<file path="src/inc/power_run_pkg.sv">
package power_run_pkg;

   // Clock and documented delay windows
   localparam int unsigned CLK_HZ = 50_000_000;
   localparam int unsigned CYC_PER_MS = CLK_HZ / 1000;
   localparam int unsigned STORE_MIN_MS = 120;
   localparam int unsigned STORE_MAX_MS = 930;
   localparam int unsigned HOLD_MIN_MS = 33;
   localparam int unsigned HOLD_MAX_MS = 85;
   localparam int unsigned DROP_MIN_MS = 2200;
   localparam int unsigned DROP_MAX_MS = 4000;
   // Time allowed for the DC supplies to come up after the main contactor
   localparam int unsigned ATTEMPT_MS = 100;

   // Least times rounded down to whole cycles (exact at 50 MHz)
   localparam int unsigned STORE_DLY_CYC = STORE_MIN_MS * CYC_PER_MS;
   localparam int unsigned HOLD_DLY_CYC = HOLD_MIN_MS * CYC_PER_MS;
   localparam int unsigned DROP_DLY_CYC = DROP_MIN_MS * CYC_PER_MS;
   localparam int unsigned ATTEMPT_CYC = ATTEMPT_MS * CYC_PER_MS;

   // Register byte offsets
   localparam logic [7:0] STATUS_OFS = 8'h00;
   localparam logic [7:0] CHECKS_OFS = 8'h04;
   localparam logic [7:0] STORE_DLY_OFS = 8'h08;
   localparam logic [7:0] HOLD_DLY_OFS = 8'h0C;
   localparam logic [7:0] DROP_DLY_OFS = 8'h10;

   // Field positions in the check register
   localparam int unsigned IO_CHECK_LSB = 0;
   localparam int unsigned FEED_CHECK_LSB = 8;

   // Power-failure lamp is lit when the mains breaker closes
   localparam logic FAIL_IND_RESET = 1'b1;

   typedef enum logic [2:0] {
      MODE_PROCESS,
      MODE_ADDR_STOP,
      MODE_SINGLE,
      MODE_STOR_DISPLAY,
      MODE_STOR_ALTER,
      MODE_REG_DISPLAY,
      MODE_REG_ALTER
   } mode_t;

   typedef enum logic [1:0] {
      ROUTINE_STOR_DISPLAY,
      ROUTINE_STOR_ALTER,
      ROUTINE_REG_DISPLAY,
      ROUTINE_REG_ALTER
   } routine_t;

   typedef enum logic [2:0] {
      SEQ_OFF,
      SEQ_WAIT_VOLTS,
      SEQ_STORE_WAIT,
      SEQ_HOLD_WAIT,
      SEQ_ON,
      SEQ_STORE_DROP,
      SEQ_FINAL_DROP
   } seq_state_t;

endpackage

</file>
<file path="src/logic/console_power_run_control.sv">
// Behaviour
// RULE_01: System Reset arms supervisor if cool, clears failure
// RULE_02: Power On closes mains; volts good lights, closes I/O
// RULE_03: Storage enable 120 to 930 ms after I/O
// RULE_04: Storage enable drives protect, sets second stage
// RULE_05: Final hold 33 to 85 ms after second stage
// RULE_06: Power Off clears good, hold, failure memory
// RULE_07: Storage enable drops, then second stage, I/O off; code drops storage enable and second stage in the same cycle
// RULE_08: Mains released 2.2 to 4 s later
// RULE_09: Supervisor stays armed after normal power off
// RULE_10: Emergency drops all; reset needs switch restored
// RULE_11: DC loss clears good, hold; lights failure lamp
// RULE_12: Failure lamp held until restore, Off or Reset
// RULE_13: Power On during failure drops supervisor, relights
// RULE_14: On only when off; Off only when on
// RULE_15: Start reset micro-routine once power present
// RULE_16: Stop lamp lit while processing latch off
// RULE_17: Eight errors stop, set check; Reset clears
// RULE_18: I/O Check Reset clears all but feed check; code clears only the I/O check latches, process check stays set
// RULE_19: Start ignored during process check
// RULE_20: Start dispatches fetch or display/alter routine
// RULE_21: Lamp test lights every indicator
// RULE_22: Delays counted in clocks from loadable counts
//
// The register addresses and the APB register port are this design's own decisions.
`timescale 1ns/100ps
module console_power_run_control #(
   parameter int unsigned STORE_DLY_CYC = power_run_pkg::STORE_DLY_CYC,
   parameter int unsigned HOLD_DLY_CYC = power_run_pkg::HOLD_DLY_CYC,
   parameter int unsigned DROP_DLY_CYC = power_run_pkg::DROP_DLY_CYC,
   parameter int unsigned ATTEMPT_CYC = power_run_pkg::ATTEMPT_CYC,
   parameter int unsigned N_UNITS = 4
) (
   // Clock and reset
   input wire logic pclk,
   input wire logic presetn,
   // APB slave
   input wire logic psel,
   input wire logic penable,
   input wire logic pwrite,
   input wire logic [7:0] paddr,
   input wire logic [31:0] pwdata,
   output logic [31:0] prdata,
   output logic pready,
   output logic pslverr,
   // Operator keys (one-cycle pulses) and switches (levels)
   input wire logic system_reset_key,
   input wire logic power_on_key,
   input wire logic power_off_key,
   input wire logic emergency_off,
   input wire logic io_check_reset_key,
   input wire logic start_key,
   input wire logic lamp_test,
   input wire logic [2:0] mode_switch,
   // Supply sensing
   input wire logic overtemp_fault,
   input wire logic dc_volts_ok,
   // Processor and I/O events
   input wire logic [7:0] process_error,
   input wire logic halt_request,
   input wire logic [N_UNITS-1:0] io_check_event,
   input wire logic [N_UNITS-1:0] feed_check_event,
   input wire logic [N_UNITS-1:0] card_runout_key,
   // Contactors and storage timing
   output logic main_supply_contactor,
   output logic io_supply_contactor,
   output logic outlet_contactor,
   output logic storage_protect,
   // Micro-program engine requests
   output logic reset_routine_start,
   output logic fetch_start,
   output logic routine_start,
   output logic [1:0] routine_sel,
   // Indicators
   output logic power_on_ind,
   output logic power_fail_ind,
   output logic stop_ind,
   output logic process_check_indicator,
   output logic [N_UNITS-1:0] io_check_ind,
   output logic [N_UNITS-1:0] feed_check_ind
);

   power_run_pkg::seq_state_t state_reg;
   logic [31:0] cnt_reg;
   logic supervisor_stage;
   logic power_good_stage;
   logic storage_enable_stage;
   logic second_power_stage;
   logic final_hold_stage;
   logic main_supply_hold;
   logic failure_memory_stage;
   logic fail_lamp_reg;
   logic processing_reg;
   logic process_check_reg;
   logic [N_UNITS-1:0] io_check_reg;
   logic [N_UNITS-1:0] feed_check_reg;
   logic [31:0] store_dly_reg;
   logic [31:0] hold_dly_reg;
   logic [31:0] drop_dly_reg;
   logic cnt_done;
   logic arm_ok;
   logic on_accept;
   logic off_accept;
   logic dc_loss;
   logic start_ok;
   logic any_error;
   power_run_pkg::mode_t mode;

   assign cnt_done = (cnt_reg == 32'h0000_0000);
   assign arm_ok = system_reset_key && !emergency_off && !overtemp_fault;
   // Power counts as on while the power-good stage holds
   assign on_accept = power_on_key && supervisor_stage && !emergency_off &&
                      state_reg == power_run_pkg::SEQ_OFF;     // [RULE_14]
   assign off_accept = power_off_key && power_good_stage &&
                       !emergency_off;                         // [RULE_14]
   assign dc_loss = power_good_stage && !dc_volts_ok && !emergency_off;
   assign any_error = |process_error;
   assign start_ok = start_key && !process_check_reg && !any_error &&
                     state_reg == power_run_pkg::SEQ_ON;       // [RULE_19]
   assign mode = power_run_pkg::mode_t'(mode_switch);

   // Mains and I/O contactors follow the relay stages; outlet contactor always closed
   assign main_supply_contactor = main_supply_hold;             // [RULE_08]
   assign io_supply_contactor = power_good_stage ||
                                second_power_stage;             // [RULE_07]
   assign storage_protect = storage_enable_stage;               // [RULE_04]
   assign outlet_contactor = 1'b1;

   // Supervisor stage; emergency wins over everything
   always_ff @(posedge pclk or negedge presetn) begin
      if (!presetn) begin
         supervisor_stage <= 1'b0;
      end else if (emergency_off) begin
         supervisor_stage <= 1'b0;                              // [RULE_10]
      end else if (state_reg == power_run_pkg::SEQ_WAIT_VOLTS &&
                   cnt_done && !dc_volts_ok) begin
         supervisor_stage <= 1'b0;                              // [RULE_13]
      end else if (arm_ok) begin
         supervisor_stage <= 1'b1;                              // [RULE_01]
      end
   end

   // Power sequencer; one down-counter times every stage
   always_ff @(posedge pclk or negedge presetn) begin
      if (!presetn) begin
         state_reg <= power_run_pkg::SEQ_OFF;
         cnt_reg <= 32'h0000_0000;
         power_good_stage <= 1'b0;
         storage_enable_stage <= 1'b0;
         second_power_stage <= 1'b0;
         final_hold_stage <= 1'b0;
         main_supply_hold <= 1'b0;
         reset_routine_start <= 1'b0;
      end else if (emergency_off) begin
         state_reg <= power_run_pkg::SEQ_OFF;                   // [RULE_10]
         cnt_reg <= 32'h0000_0000;
         power_good_stage <= 1'b0;
         storage_enable_stage <= 1'b0;
         second_power_stage <= 1'b0;
         final_hold_stage <= 1'b0;
         main_supply_hold <= 1'b0;
         reset_routine_start <= 1'b0;
      end else begin
         reset_routine_start <= 1'b0;
         if (!cnt_done) begin
            cnt_reg <= cnt_reg - 32'h0000_0001;                 // [RULE_22]
         end
         if (off_accept || dc_loss) begin
            // Shutdown and supply loss share the timed drop-out path
            power_good_stage <= 1'b0;                      // [RULE_06] [RULE_11]
            final_hold_stage <= 1'b0;
            cnt_reg <= store_dly_reg;                           // [RULE_07]
            state_reg <= power_run_pkg::SEQ_STORE_DROP;
         end else begin
            unique case (state_reg)
               power_run_pkg::SEQ_OFF: begin
                  if (on_accept) begin
                     main_supply_hold <= 1'b1;                  // [RULE_02]
                     cnt_reg <= 32'(ATTEMPT_CYC);
                     state_reg <= power_run_pkg::SEQ_WAIT_VOLTS;
                  end
               end
               power_run_pkg::SEQ_WAIT_VOLTS: begin
                  if (dc_volts_ok) begin
                     power_good_stage <= 1'b1;                  // [RULE_02]
                     cnt_reg <= store_dly_reg;                  // [RULE_03]
                     state_reg <= power_run_pkg::SEQ_STORE_WAIT;
                  end else if (cnt_done) begin
                     main_supply_hold <= 1'b0;                  // [RULE_13]
                     state_reg <= power_run_pkg::SEQ_OFF;
                  end
               end
               power_run_pkg::SEQ_STORE_WAIT: begin
                  if (cnt_done) begin
                     storage_enable_stage <= 1'b1;              // [RULE_03]
                     second_power_stage <= 1'b1;                // [RULE_04]
                     cnt_reg <= hold_dly_reg;                   // [RULE_05]
                     state_reg <= power_run_pkg::SEQ_HOLD_WAIT;
                  end
               end
               power_run_pkg::SEQ_HOLD_WAIT: begin
                  if (cnt_done) begin
                     final_hold_stage <= 1'b1;                  // [RULE_05]
                     reset_routine_start <= 1'b1;               // [RULE_15]
                     state_reg <= power_run_pkg::SEQ_ON;
                  end
               end
               power_run_pkg::SEQ_ON: begin
               end
               power_run_pkg::SEQ_STORE_DROP: begin
                  if (cnt_done) begin
                     storage_enable_stage <= 1'b0;              // [RULE_07]
                     second_power_stage <= 1'b0;                // [RULE_07]
                     cnt_reg <= drop_dly_reg;                   // [RULE_08]
                     state_reg <= power_run_pkg::SEQ_FINAL_DROP;
                  end
               end
               power_run_pkg::SEQ_FINAL_DROP: begin
                  if (cnt_done) begin
                     main_supply_hold <= 1'b0;                  // [RULE_08]
                     // Supervisor untouched, so Power On works again
                     state_reg <= power_run_pkg::SEQ_OFF;       // [RULE_09]
                  end
               end
            endcase
         end
      end
   end

   // Failure memory arms once power is good; lamp shows a stored failure
   always_ff @(posedge pclk or negedge presetn) begin
      if (!presetn) begin
         failure_memory_stage <= 1'b0;
         fail_lamp_reg <= power_run_pkg::FAIL_IND_RESET;
      end else if (emergency_off) begin
         failure_memory_stage <= 1'b0;                          // [RULE_10]
      end else if (dc_loss && failure_memory_stage) begin
         fail_lamp_reg <= 1'b1;                                 // [RULE_11]
      end else if (state_reg == power_run_pkg::SEQ_WAIT_VOLTS &&
                   cnt_done && !dc_volts_ok) begin
         fail_lamp_reg <= 1'b1;                                 // [RULE_13]
      end else if (off_accept || arm_ok) begin
         failure_memory_stage <= 1'b0;                     // [RULE_06] [RULE_01]
         fail_lamp_reg <= 1'b0;                                 // [RULE_12]
      end else if (state_reg == power_run_pkg::SEQ_WAIT_VOLTS &&
                   dc_volts_ok) begin
         failure_memory_stage <= 1'b1;
         fail_lamp_reg <= 1'b0;                                 // [RULE_12]
      end
   end

   // Processing latch, process check and Start dispatch
   always_ff @(posedge pclk or negedge presetn) begin
      if (!presetn) begin
         processing_reg <= 1'b0;
         process_check_reg <= 1'b0;
         fetch_start <= 1'b0;
         routine_start <= 1'b0;
         routine_sel <= 2'h0;
      end else begin
         fetch_start <= 1'b0;
         routine_start <= 1'b0;
         // Error set wins over a System Reset in the same cycle
         if (any_error) begin
            process_check_reg <= 1'b1;                          // [RULE_17]
         end else if (system_reset_key) begin
            process_check_reg <= 1'b0;                          // [RULE_17]
         end
         if (any_error || halt_request ||
             state_reg != power_run_pkg::SEQ_ON) begin
            processing_reg <= 1'b0;                             // [RULE_17]
         end else if (start_ok) begin
            unique case (mode)
               power_run_pkg::MODE_PROCESS,
               power_run_pkg::MODE_ADDR_STOP,
               power_run_pkg::MODE_SINGLE: begin
                  processing_reg <= 1'b1;
                  fetch_start <= 1'b1;                          // [RULE_20]
               end
               power_run_pkg::MODE_STOR_DISPLAY: begin
                  processing_reg <= 1'b1;
                  routine_start <= 1'b1;                        // [RULE_20]
                  routine_sel <= power_run_pkg::ROUTINE_STOR_DISPLAY;
               end
               power_run_pkg::MODE_STOR_ALTER: begin
                  processing_reg <= 1'b1;
                  routine_start <= 1'b1;                        // [RULE_20]
                  routine_sel <= power_run_pkg::ROUTINE_STOR_ALTER;
               end
               power_run_pkg::MODE_REG_DISPLAY: begin
                  processing_reg <= 1'b1;
                  routine_start <= 1'b1;                        // [RULE_20]
                  routine_sel <= power_run_pkg::ROUTINE_REG_DISPLAY;
               end
               power_run_pkg::MODE_REG_ALTER: begin
                  processing_reg <= 1'b1;
                  routine_start <= 1'b1;                        // [RULE_20]
                  routine_sel <= power_run_pkg::ROUTINE_REG_ALTER;
               end
               default: begin
                  // Unused switch code: Start has no effect
               end
            endcase
         end
      end
   end

   // Per-unit I/O and feed check latches; a new check beats its clear
   genvar u;
   generate
      for (u = 0; u < N_UNITS; u++) begin : g_unit
         always_ff @(posedge pclk or negedge presetn) begin
            if (!presetn) begin
               io_check_reg[u] <= 1'b0;
               feed_check_reg[u] <= 1'b0;
            end else begin
               if (io_check_event[u]) begin
                  io_check_reg[u] <= 1'b1;
               end else if (io_check_reset_key) begin
                  io_check_reg[u] <= 1'b0;                      // [RULE_18]
               end
               if (feed_check_event[u]) begin
                  feed_check_reg[u] <= 1'b1;
               end else if (card_runout_key[u]) begin
                  feed_check_reg[u] <= 1'b0;                    // [RULE_18]
               end
            end
         end
      end
   endgenerate

   // Indicator drivers; lamp test overrides every lamp
   always_ff @(posedge pclk or negedge presetn) begin
      if (!presetn) begin
         power_on_ind <= 1'b0;
         power_fail_ind <= power_run_pkg::FAIL_IND_RESET;
         stop_ind <= 1'b1;
         process_check_indicator <= 1'b0;
         io_check_ind <= '0;
         feed_check_ind <= '0;
      end else begin
         power_on_ind <= lamp_test || io_supply_contactor;      // [RULE_21]
         power_fail_ind <= lamp_test || fail_lamp_reg;          // [RULE_21]
         stop_ind <= lamp_test || !processing_reg;              // [RULE_16]
         process_check_indicator <= lamp_test || process_check_reg;
         io_check_ind <= io_check_reg | {N_UNITS{lamp_test}};
         feed_check_ind <= feed_check_reg | {N_UNITS{lamp_test}};
      end
   end

   // Delay registers; writes take effect at the next load of the counter
   always_ff @(posedge pclk or negedge presetn) begin
      if (!presetn) begin
         store_dly_reg <= 32'(STORE_DLY_CYC);
         hold_dly_reg <= 32'(HOLD_DLY_CYC);
         drop_dly_reg <= 32'(DROP_DLY_CYC);
      end else if (psel && penable && pwrite) begin
         unique case (paddr)
            power_run_pkg::STORE_DLY_OFS: store_dly_reg <= pwdata;
            power_run_pkg::HOLD_DLY_OFS: hold_dly_reg <= pwdata;
            power_run_pkg::DROP_DLY_OFS: drop_dly_reg <= pwdata;
            default: begin
            end
         endcase
      end
   end

   // Read data captured in the setup phase, so the access needs no wait
   always_ff @(posedge pclk or negedge presetn) begin
      if (!presetn) begin
         prdata <= 32'h0000_0000;
      end else if (psel && !penable) begin
         unique case (paddr)
            power_run_pkg::STATUS_OFS:
               prdata <= {22'h00_0000, process_check_reg, processing_reg,
                          fail_lamp_reg, failure_memory_stage,
                          main_supply_hold, final_hold_stage,
                          second_power_stage, storage_enable_stage,
                          power_good_stage, supervisor_stage};
            power_run_pkg::CHECKS_OFS: begin
               prdata <= 32'h0000_0000;
               prdata[power_run_pkg::IO_CHECK_LSB +: N_UNITS] <=
                  io_check_reg;
               prdata[power_run_pkg::FEED_CHECK_LSB +: N_UNITS] <=
                  feed_check_reg;
            end
            power_run_pkg::STORE_DLY_OFS: prdata <= store_dly_reg;
            power_run_pkg::HOLD_DLY_OFS: prdata <= hold_dly_reg;
            power_run_pkg::DROP_DLY_OFS: prdata <= drop_dly_reg;
            default: prdata <= 32'h0000_0000;
         endcase
      end
   end

   assign pready = 1'b1;
   assign pslverr = psel && penable &&
                    paddr != power_run_pkg::STATUS_OFS &&
                    paddr != power_run_pkg::CHECKS_OFS &&
                    paddr != power_run_pkg::STORE_DLY_OFS &&
                    paddr != power_run_pkg::HOLD_DLY_OFS &&
                    paddr != power_run_pkg::DROP_DLY_OFS;

   // Age of the power-good stage, read only by the checks below
   logic [31:0] good_age;
   always_ff @(posedge pclk or negedge presetn) begin
      if (!presetn) begin
         good_age <= 32'h0000_0000;
      end else if (!power_good_stage) begin
         good_age <= 32'h0000_0000;
      end else if (good_age != 32'hFFFF_FFFF) begin
         good_age <= good_age + 32'h0000_0001;
      end
   end

   arm_needs_cool_a: assert property ( // [RULE_01]
      @(posedge pclk) disable iff (!presetn)
      $rose(supervisor_stage) |->
         $past(system_reset_key && !overtemp_fault && !emergency_off))
      else $error("supervisor armed without a valid reset");

   mains_on_a: assert property ( // [RULE_02]
      @(posedge pclk) disable iff (!presetn)
      on_accept |=> main_supply_contactor ##0 !io_supply_contactor)
      else $error("power on did not close mains alone");

   store_delay_a: assert property ( // [RULE_03]
      @(posedge pclk) disable iff (!presetn)
      $rose(storage_enable_stage) |-> good_age > store_dly_reg)
      else $error("storage enabled before its delay");

   protect_second_a: assert property ( // [RULE_04]
      @(posedge pclk) disable iff (!presetn)
      $rose(storage_enable_stage) |->
         storage_protect && $rose(second_power_stage))
      else $error("storage enable without second stage");

   off_clears_a: assert property ( // [RULE_06]
      @(posedge pclk) disable iff (!presetn)
      off_accept |=>
         !power_good_stage && !final_hold_stage && !failure_memory_stage
         ##1 !fail_lamp_reg)
      else $error("power off left a stage set");

   emergency_drop_a: assert property ( // [RULE_10]
      @(posedge pclk) disable iff (!presetn)
      emergency_off |=> !supervisor_stage && !main_supply_hold &&
         !second_power_stage && !storage_protect)
      else $error("emergency left a stage set");

   fail_lamp_a: assert property ( // [RULE_11]
      @(posedge pclk) disable iff (!presetn)
      dc_loss && failure_memory_stage |=> fail_lamp_reg ##1 power_fail_ind)
      else $error("supply loss did not light failure lamp");

   reset_routine_a: assert property ( // [RULE_15]
      @(posedge pclk) disable iff (!presetn)
      $rose(final_hold_stage) |-> reset_routine_start ##1 !reset_routine_start)
      else $error("reset routine not started once");

   start_ignored_a: assert property ( // [RULE_19]
      @(posedge pclk) disable iff (!presetn)
      start_key && process_check_reg |=> !fetch_start && !routine_start)
      else $error("start taken during process check");

   lamp_test_a: assert property ( // [RULE_21]
      @(posedge pclk) disable iff (!presetn)
      lamp_test |=> power_on_ind && power_fail_ind && stop_ind &&
         process_check_indicator && (&io_check_ind) && (&feed_check_ind))
      else $error("lamp test left a lamp dark");

endmodule // console_power_run_control

</file>
<file path="config.mk">
export PLATFORM = sky130hd
export DESIGN_NAME = console_power_run_control
export DESIGN_NICKNAME = d
export VERILOG_FILES = /design/src/inc/power_run_pkg.sv /design/src/logic/console_power_run_control.sv
export SDC_FILE = /design/constraint.sdc
export NUM_CORES = 1
export LEC_CHECK = 0
export BUFFER_PORTS_ARGS = -buffer_cell sky130_fd_sc_hd__buf_4
export CAP_MARGIN = 20
export CORE_MARGIN = 8
export CORE_UTILIZATION = 38
export CTS_BUF_LIST = sky130_fd_sc_hd__clkbuf_16
export CTS_CLUSTER_DIAMETER = 30
export CTS_CLUSTER_SIZE = 10
export DETAILED_ROUTE_END_ITERATION = 8
export PLACE_DENSITY = 0.57
export SLEW_MARGIN = 15
export SYNTH_ARGS = -nofsm -noshare
export SYNTH_HDL_FRONTEND = slang
export SYNTH_SLANG_ARGS = --single-unit
</file>
<file path="constraint.sdc">
create_clock -name pclk -period 6.1 [get_ports pclk]
set_input_delay 0.915 -clock pclk [delete_from_list [all_inputs] [get_ports pclk]]
set_output_delay 0.915 -clock pclk [all_outputs]
set_load 0.01 [all_outputs]
</file>
**Word level (Yosys, flattened, before mapping)**

Cells that the tools add are included.
W data, S select, Z words.

- Register bits after elaboration: 197
- Input bits: 78
- Output and inout port bits: 55

- $add $sub $neg: 1
- Bitwise logic cells: 4
- Eq/ne operators: 32
- Multiplexer cells: 77
- Reductions and logical operators: 83

Operator list:

| kind | number |
|---|---|
| $mux W32 | 7 |
| $pmux W32 S5 | 1 |
| $pmux W32 S4 | 1 |
| $mux W1 | 56 |
| $logic_not A32 Y1 | 1 |
| $sub A32 B1 Y32 const B | 1 |
| $logic_and A1 B1 Y1 | 24 |
| $mux W3 | 8 |
| $reduce_bool A2 Y1 | 11 |
| $reduce_bool A3 Y1 | 7 |
| $eq A3 B3 Y1 const B | 6 |
| $pmux W3 S6 | 1 |
| $eq A8 B4 Y1 const B | 2 |
| $ne A8 B4 Y1 const B | 2 |
| $reduce_bool A8 Y1 | 2 |
| $ne A3 B3 Y1 const B | 5 |
| $reduce_and A2 Y1 | 7 |
| $eq A3 B2 Y1 const B | 4 |
| $ne A4 B4 Y1 const B | 3 |
| $reduce_bool A4 Y1 | 3 |
| $logic_or A1 B1 Y1 | 9 |
| $eq A8 B3 Y1 const B | 1 |
| $eq A8 B5 Y1 const B | 1 |
| $logic_not A8 Y1 | 1 |
| other kinds (19) | 33 |

**Longest topological paths before layout**

- Depth after elaboration: 8
- Depth in mapped cells: 10
- Gate-level depth less buffers: 8

**Worst setup path before layout**

Ideal clock, no wire load.

- Path type: input to register
- From: input port paddr[1]
- To: register store_dly_reg[12]
- Data required time: 5.975 ns
- Buffers on the path: 3
- Stages on the path: 8
- Path slack: 3.130 ns
- Arrival: 2.845 ns
- Path through: or4_1 > nor3_2 > and3b_1 > clkbuf_1 > and4_1 > clkbuf_2 > buf_4 > mux2_2

- Word-level cells in the longest chain between the ends: 2

Ends and longest elaborated chain:

| what | line | source |
|---|---|---|
| from (decl) | console_power_run_control.sv:41 | `input wire logic [7:0] paddr,` |
| $eq A8 B4 Y1 | console_power_run_control.sv:358 | `unique case (paddr)` |
| $reduce_and A2 Y1 (no source line) | - |  |
| to (signal assigned) | console_power_run_control.sv:354 | `store_dly_reg <= 32'(STORE_DLY_CYC);` |
| to (signal assigned) | console_power_run_control.sv:359 | `power_run_pkg::STORE_DLY_OFS: store_dly_reg <= pwdata;` |
| to (decl) | console_power_run_control.sv:97 | `logic [31:0] store_dly_reg;` |

No other way between the ends.
A chain may end at the register's enable or synchronous reset.

**Final worst setup path**

- From: input port paddr[1]
- To: register drop_dly_reg[1]

- Word-level cells in the longest chain between the ends: 2

Ends and longest elaborated chain:

| what | line | source |
|---|---|---|
| $eq A8 B5 Y1 | console_power_run_control.sv:358 |  |
| $reduce_and A2 Y1 (no source line) | - |  |
| to (signal assigned) | console_power_run_control.sv:356 | `drop_dly_reg <= 32'(DROP_DLY_CYC);` |
| to (signal assigned) | console_power_run_control.sv:361 | `power_run_pkg::DROP_DLY_OFS: drop_dly_reg <= pwdata;` |
| to (decl) | console_power_run_control.sv:99 | `logic [31:0] drop_dly_reg;` |

No other way between the ends.

==> metrics.cfg <==
[cts]
cts_buffers=17
tritoncts=done
ctsHoldBuffers=0
clk_latency_ps=440
cts.path.max_buffers=2
cts_sinks=197
path_clk_slew_ps=80
cts_root_buf=clkbuf_16
cts_setup_buffers=0
cts_resized=0
htreeDepth=4

[cells_and_area]
drive_gt1_share_pct=35.2
nets=1021
fill_cells=2295
area_growth_pct=20.1
num_antenna_cells=0

[detailed_routing]
vias=7169
firstDrtPassIters=8
drc=0
drt-vias-per-instance=5.61
routed_wl_um=25900
drt.antenna.violating_nets=0
drt_iter0_markers=577
wl_per_cell_um=20.3

[setup_path]
crit_fanout=31
r2r.worst_path.cells=5
cp.required_ps=6430
critPathMaxStageDelay_ps=690
rrSetupSlack_ps=2590
startpoint_type=input port
cp_cell_sequence=buf_4, or4_1, nor2_1, and3_1, buf_4, nor2b_2, buf_4, mux2_2
crit_slowest_cell=nor2b_2
path_common_cell=buf_4
r2r_end=cnt_reg[10]
r2r_start=cnt_reg[26]
worstSetupEndpointType=flip-flop
crit_start=paddr[1]
timing.critical_path.to=drop_dly_reg[1]
arrival_ps=3880
crit_type=input port to flip-flop

[placed_design]
post-place-ws_ps=2040
hpwl_um=17500
gp_congestion=0.785
portBuffers=130

[power_and_ir_drop]
ir_worst_vdd_mv=0.211
power_w=0.00391
p_leak_nw=4.96
p_per_area_nw_per_um2=347

[sta]
min_period_ps=3560
fmax_mhz=281
setup_tns_ps=0
finalCritPeriodShare_pct=58.3
hold_viol_final=0
slew_viol_final=0
finClkSkew_ps=12.0
maxSlewHeadroom_pct=30.7
rsz0062_at_grt=no
setup_viol=0
worst_slew_pin_slew_ps=1040
timing.final.ws_setup_ps=2540

[run_status]
outcome=finished clean

[global_route]
grt_pass1_wl_um=41500
grt_max_degree=105
grt_overflow=0
grt_pass1_vias=7278
grt.total_usage_pct=17.2
antenna_found_initial=0

[yosys]
ys_warn_count=0
synth_cell_types=64
synth-seq-area-share_pct=53.1
ys_ff_latch=197
synth_area_leader_cell=dfrtp_1
synthCells=837
netlist.area_leader.share_pct=43.3
syn_area_per_cell_um2=11.2
synth_edf_count=0
synth_area_um2=9370
synth_async_sr_flop_share_pct=100
synth-main-ff-cell=dfrtp_1
synth.area.top_cells=dfrtp_1 43%, mux2_2 11%, dfstp_2 9.8%, o21ai_0 3.3%, a222oi_1 3.1%

[min_path]
holdPathStages=2
hold_path.class=flip-flop to flip-flop

[floorplanning]
die-area_um2=29900
start_util_pct=38.6
dieWidth_um=173
core_um2=24200
rows=57
dieHeight_um=173
io_pins=133

[run]
maxCapViolations=0

==> synthesized netlist by cell type (all sizes together) (19+ instances only) <==
cell type and instances:
nand2 73, dfrtp 162, a222oi 29, nor4 19, o221ai 19, nor2 35
a22oi 33, o21ai 62, dfstp 35, clkbuf 44, a21oi 24, mux2 97
==> cell families (layout without fill, tap and decap cells) <==
group | count (synthesis) | in the layout | share of synthesized area [%]
xor+xnor | 22 | 22 | 2.06
buf+inv | 71 | 187 | 3.27
other cells | 1 | 2 | 0.0400
compound gates | 221 | 221 | 16.9
simple gates | 218 | 218 | 11.9
mux | 104 | 104 | 12.4
fa+ha+maj | 3 | 3 | 0.387
flops | 197 | 197 | 53.1
==> worst max-delay path, delay by kind of cell <==
family / cells / cell delay, ps
and+or+nand+nor: 4 / 1610
buffers and inverters: 3 / 940
muxes: 1 / 380
==> cell type report <==
cell class	instances	area, um2	area share, %
flip-flops and latches	197	4970	44.2
multi-input cells	570	4120	36.6
repair buffers	145	1110	9.84
clock buffers	17	425	3.78
well taps	324	405	3.60
clock inverters	15	186	1.66
inverters	10	37.5	0.333
==> layout by cell type (no fill, tap or decap), drive strengths merged, types with 6 or more instances in the layout <==
master	n
mux2i	7
nand2b	8
a222oi	29
or2	15
nor2b	9
nor4	19
a22o	17
a21oi	24
clkinv	7
clkbuf	18
xor2	6
inv	18
nor3	17
mux2	97
dfstp	35
o221ai	19
xnor2	16
or4	7
buf	144
a22oi	33
a21o	12
nor2	35
o21ai	62
nand2	73
nand3	9
or3	6
dfrtp	162
==> per-layer routing <==
metal	GRT usage, %	vias to the layer above	routed length [um]
met5	0	-	0
met4	5.39	0	418
met3	3.05	28	1000
met2	27.9	178	12500
met1	23.0	3616	12000
li1	-	3347	-
==> power breakdown <==
group          internal [W]  switching, W
Sequential          0.00142      0.000132
Combinational      0.000459      0.000745
Clock              0.000560      0.000593
==> stage by stage <==
stage / util, % / cell area (um2) / instances / hold slack, ps
3_5_place_dp: 43.9 / 10600 / 1246 / 472
4_1_cts: 46.4 / 11300 / 1278 / 490
2_1_floorplan: - / 9370 / 838 / 399
3_3_place_gp: 43.9 / 10600 / 1246 / 467
6_report: 46.4 / 11300 / 1278 / 486
5_1_grt: 46.4 / 11300 / 1278 / 516
==> how the worst min path moves through the flow <==
stage / from / to / slack [ps]
after floorplan: processing_reg / stop_ind / 400
after global placement: prdata[21] / prdata[21] / 470
after detailed placement: prdata[17] / prdata[17] / 470
after CTS: prdata[17] / prdata[17] / 490
after global routing: prdata[2] / prdata[2] / 520
final: prdata[17] / prdata[17] / 490
Power figures use the tool's default switching activity.
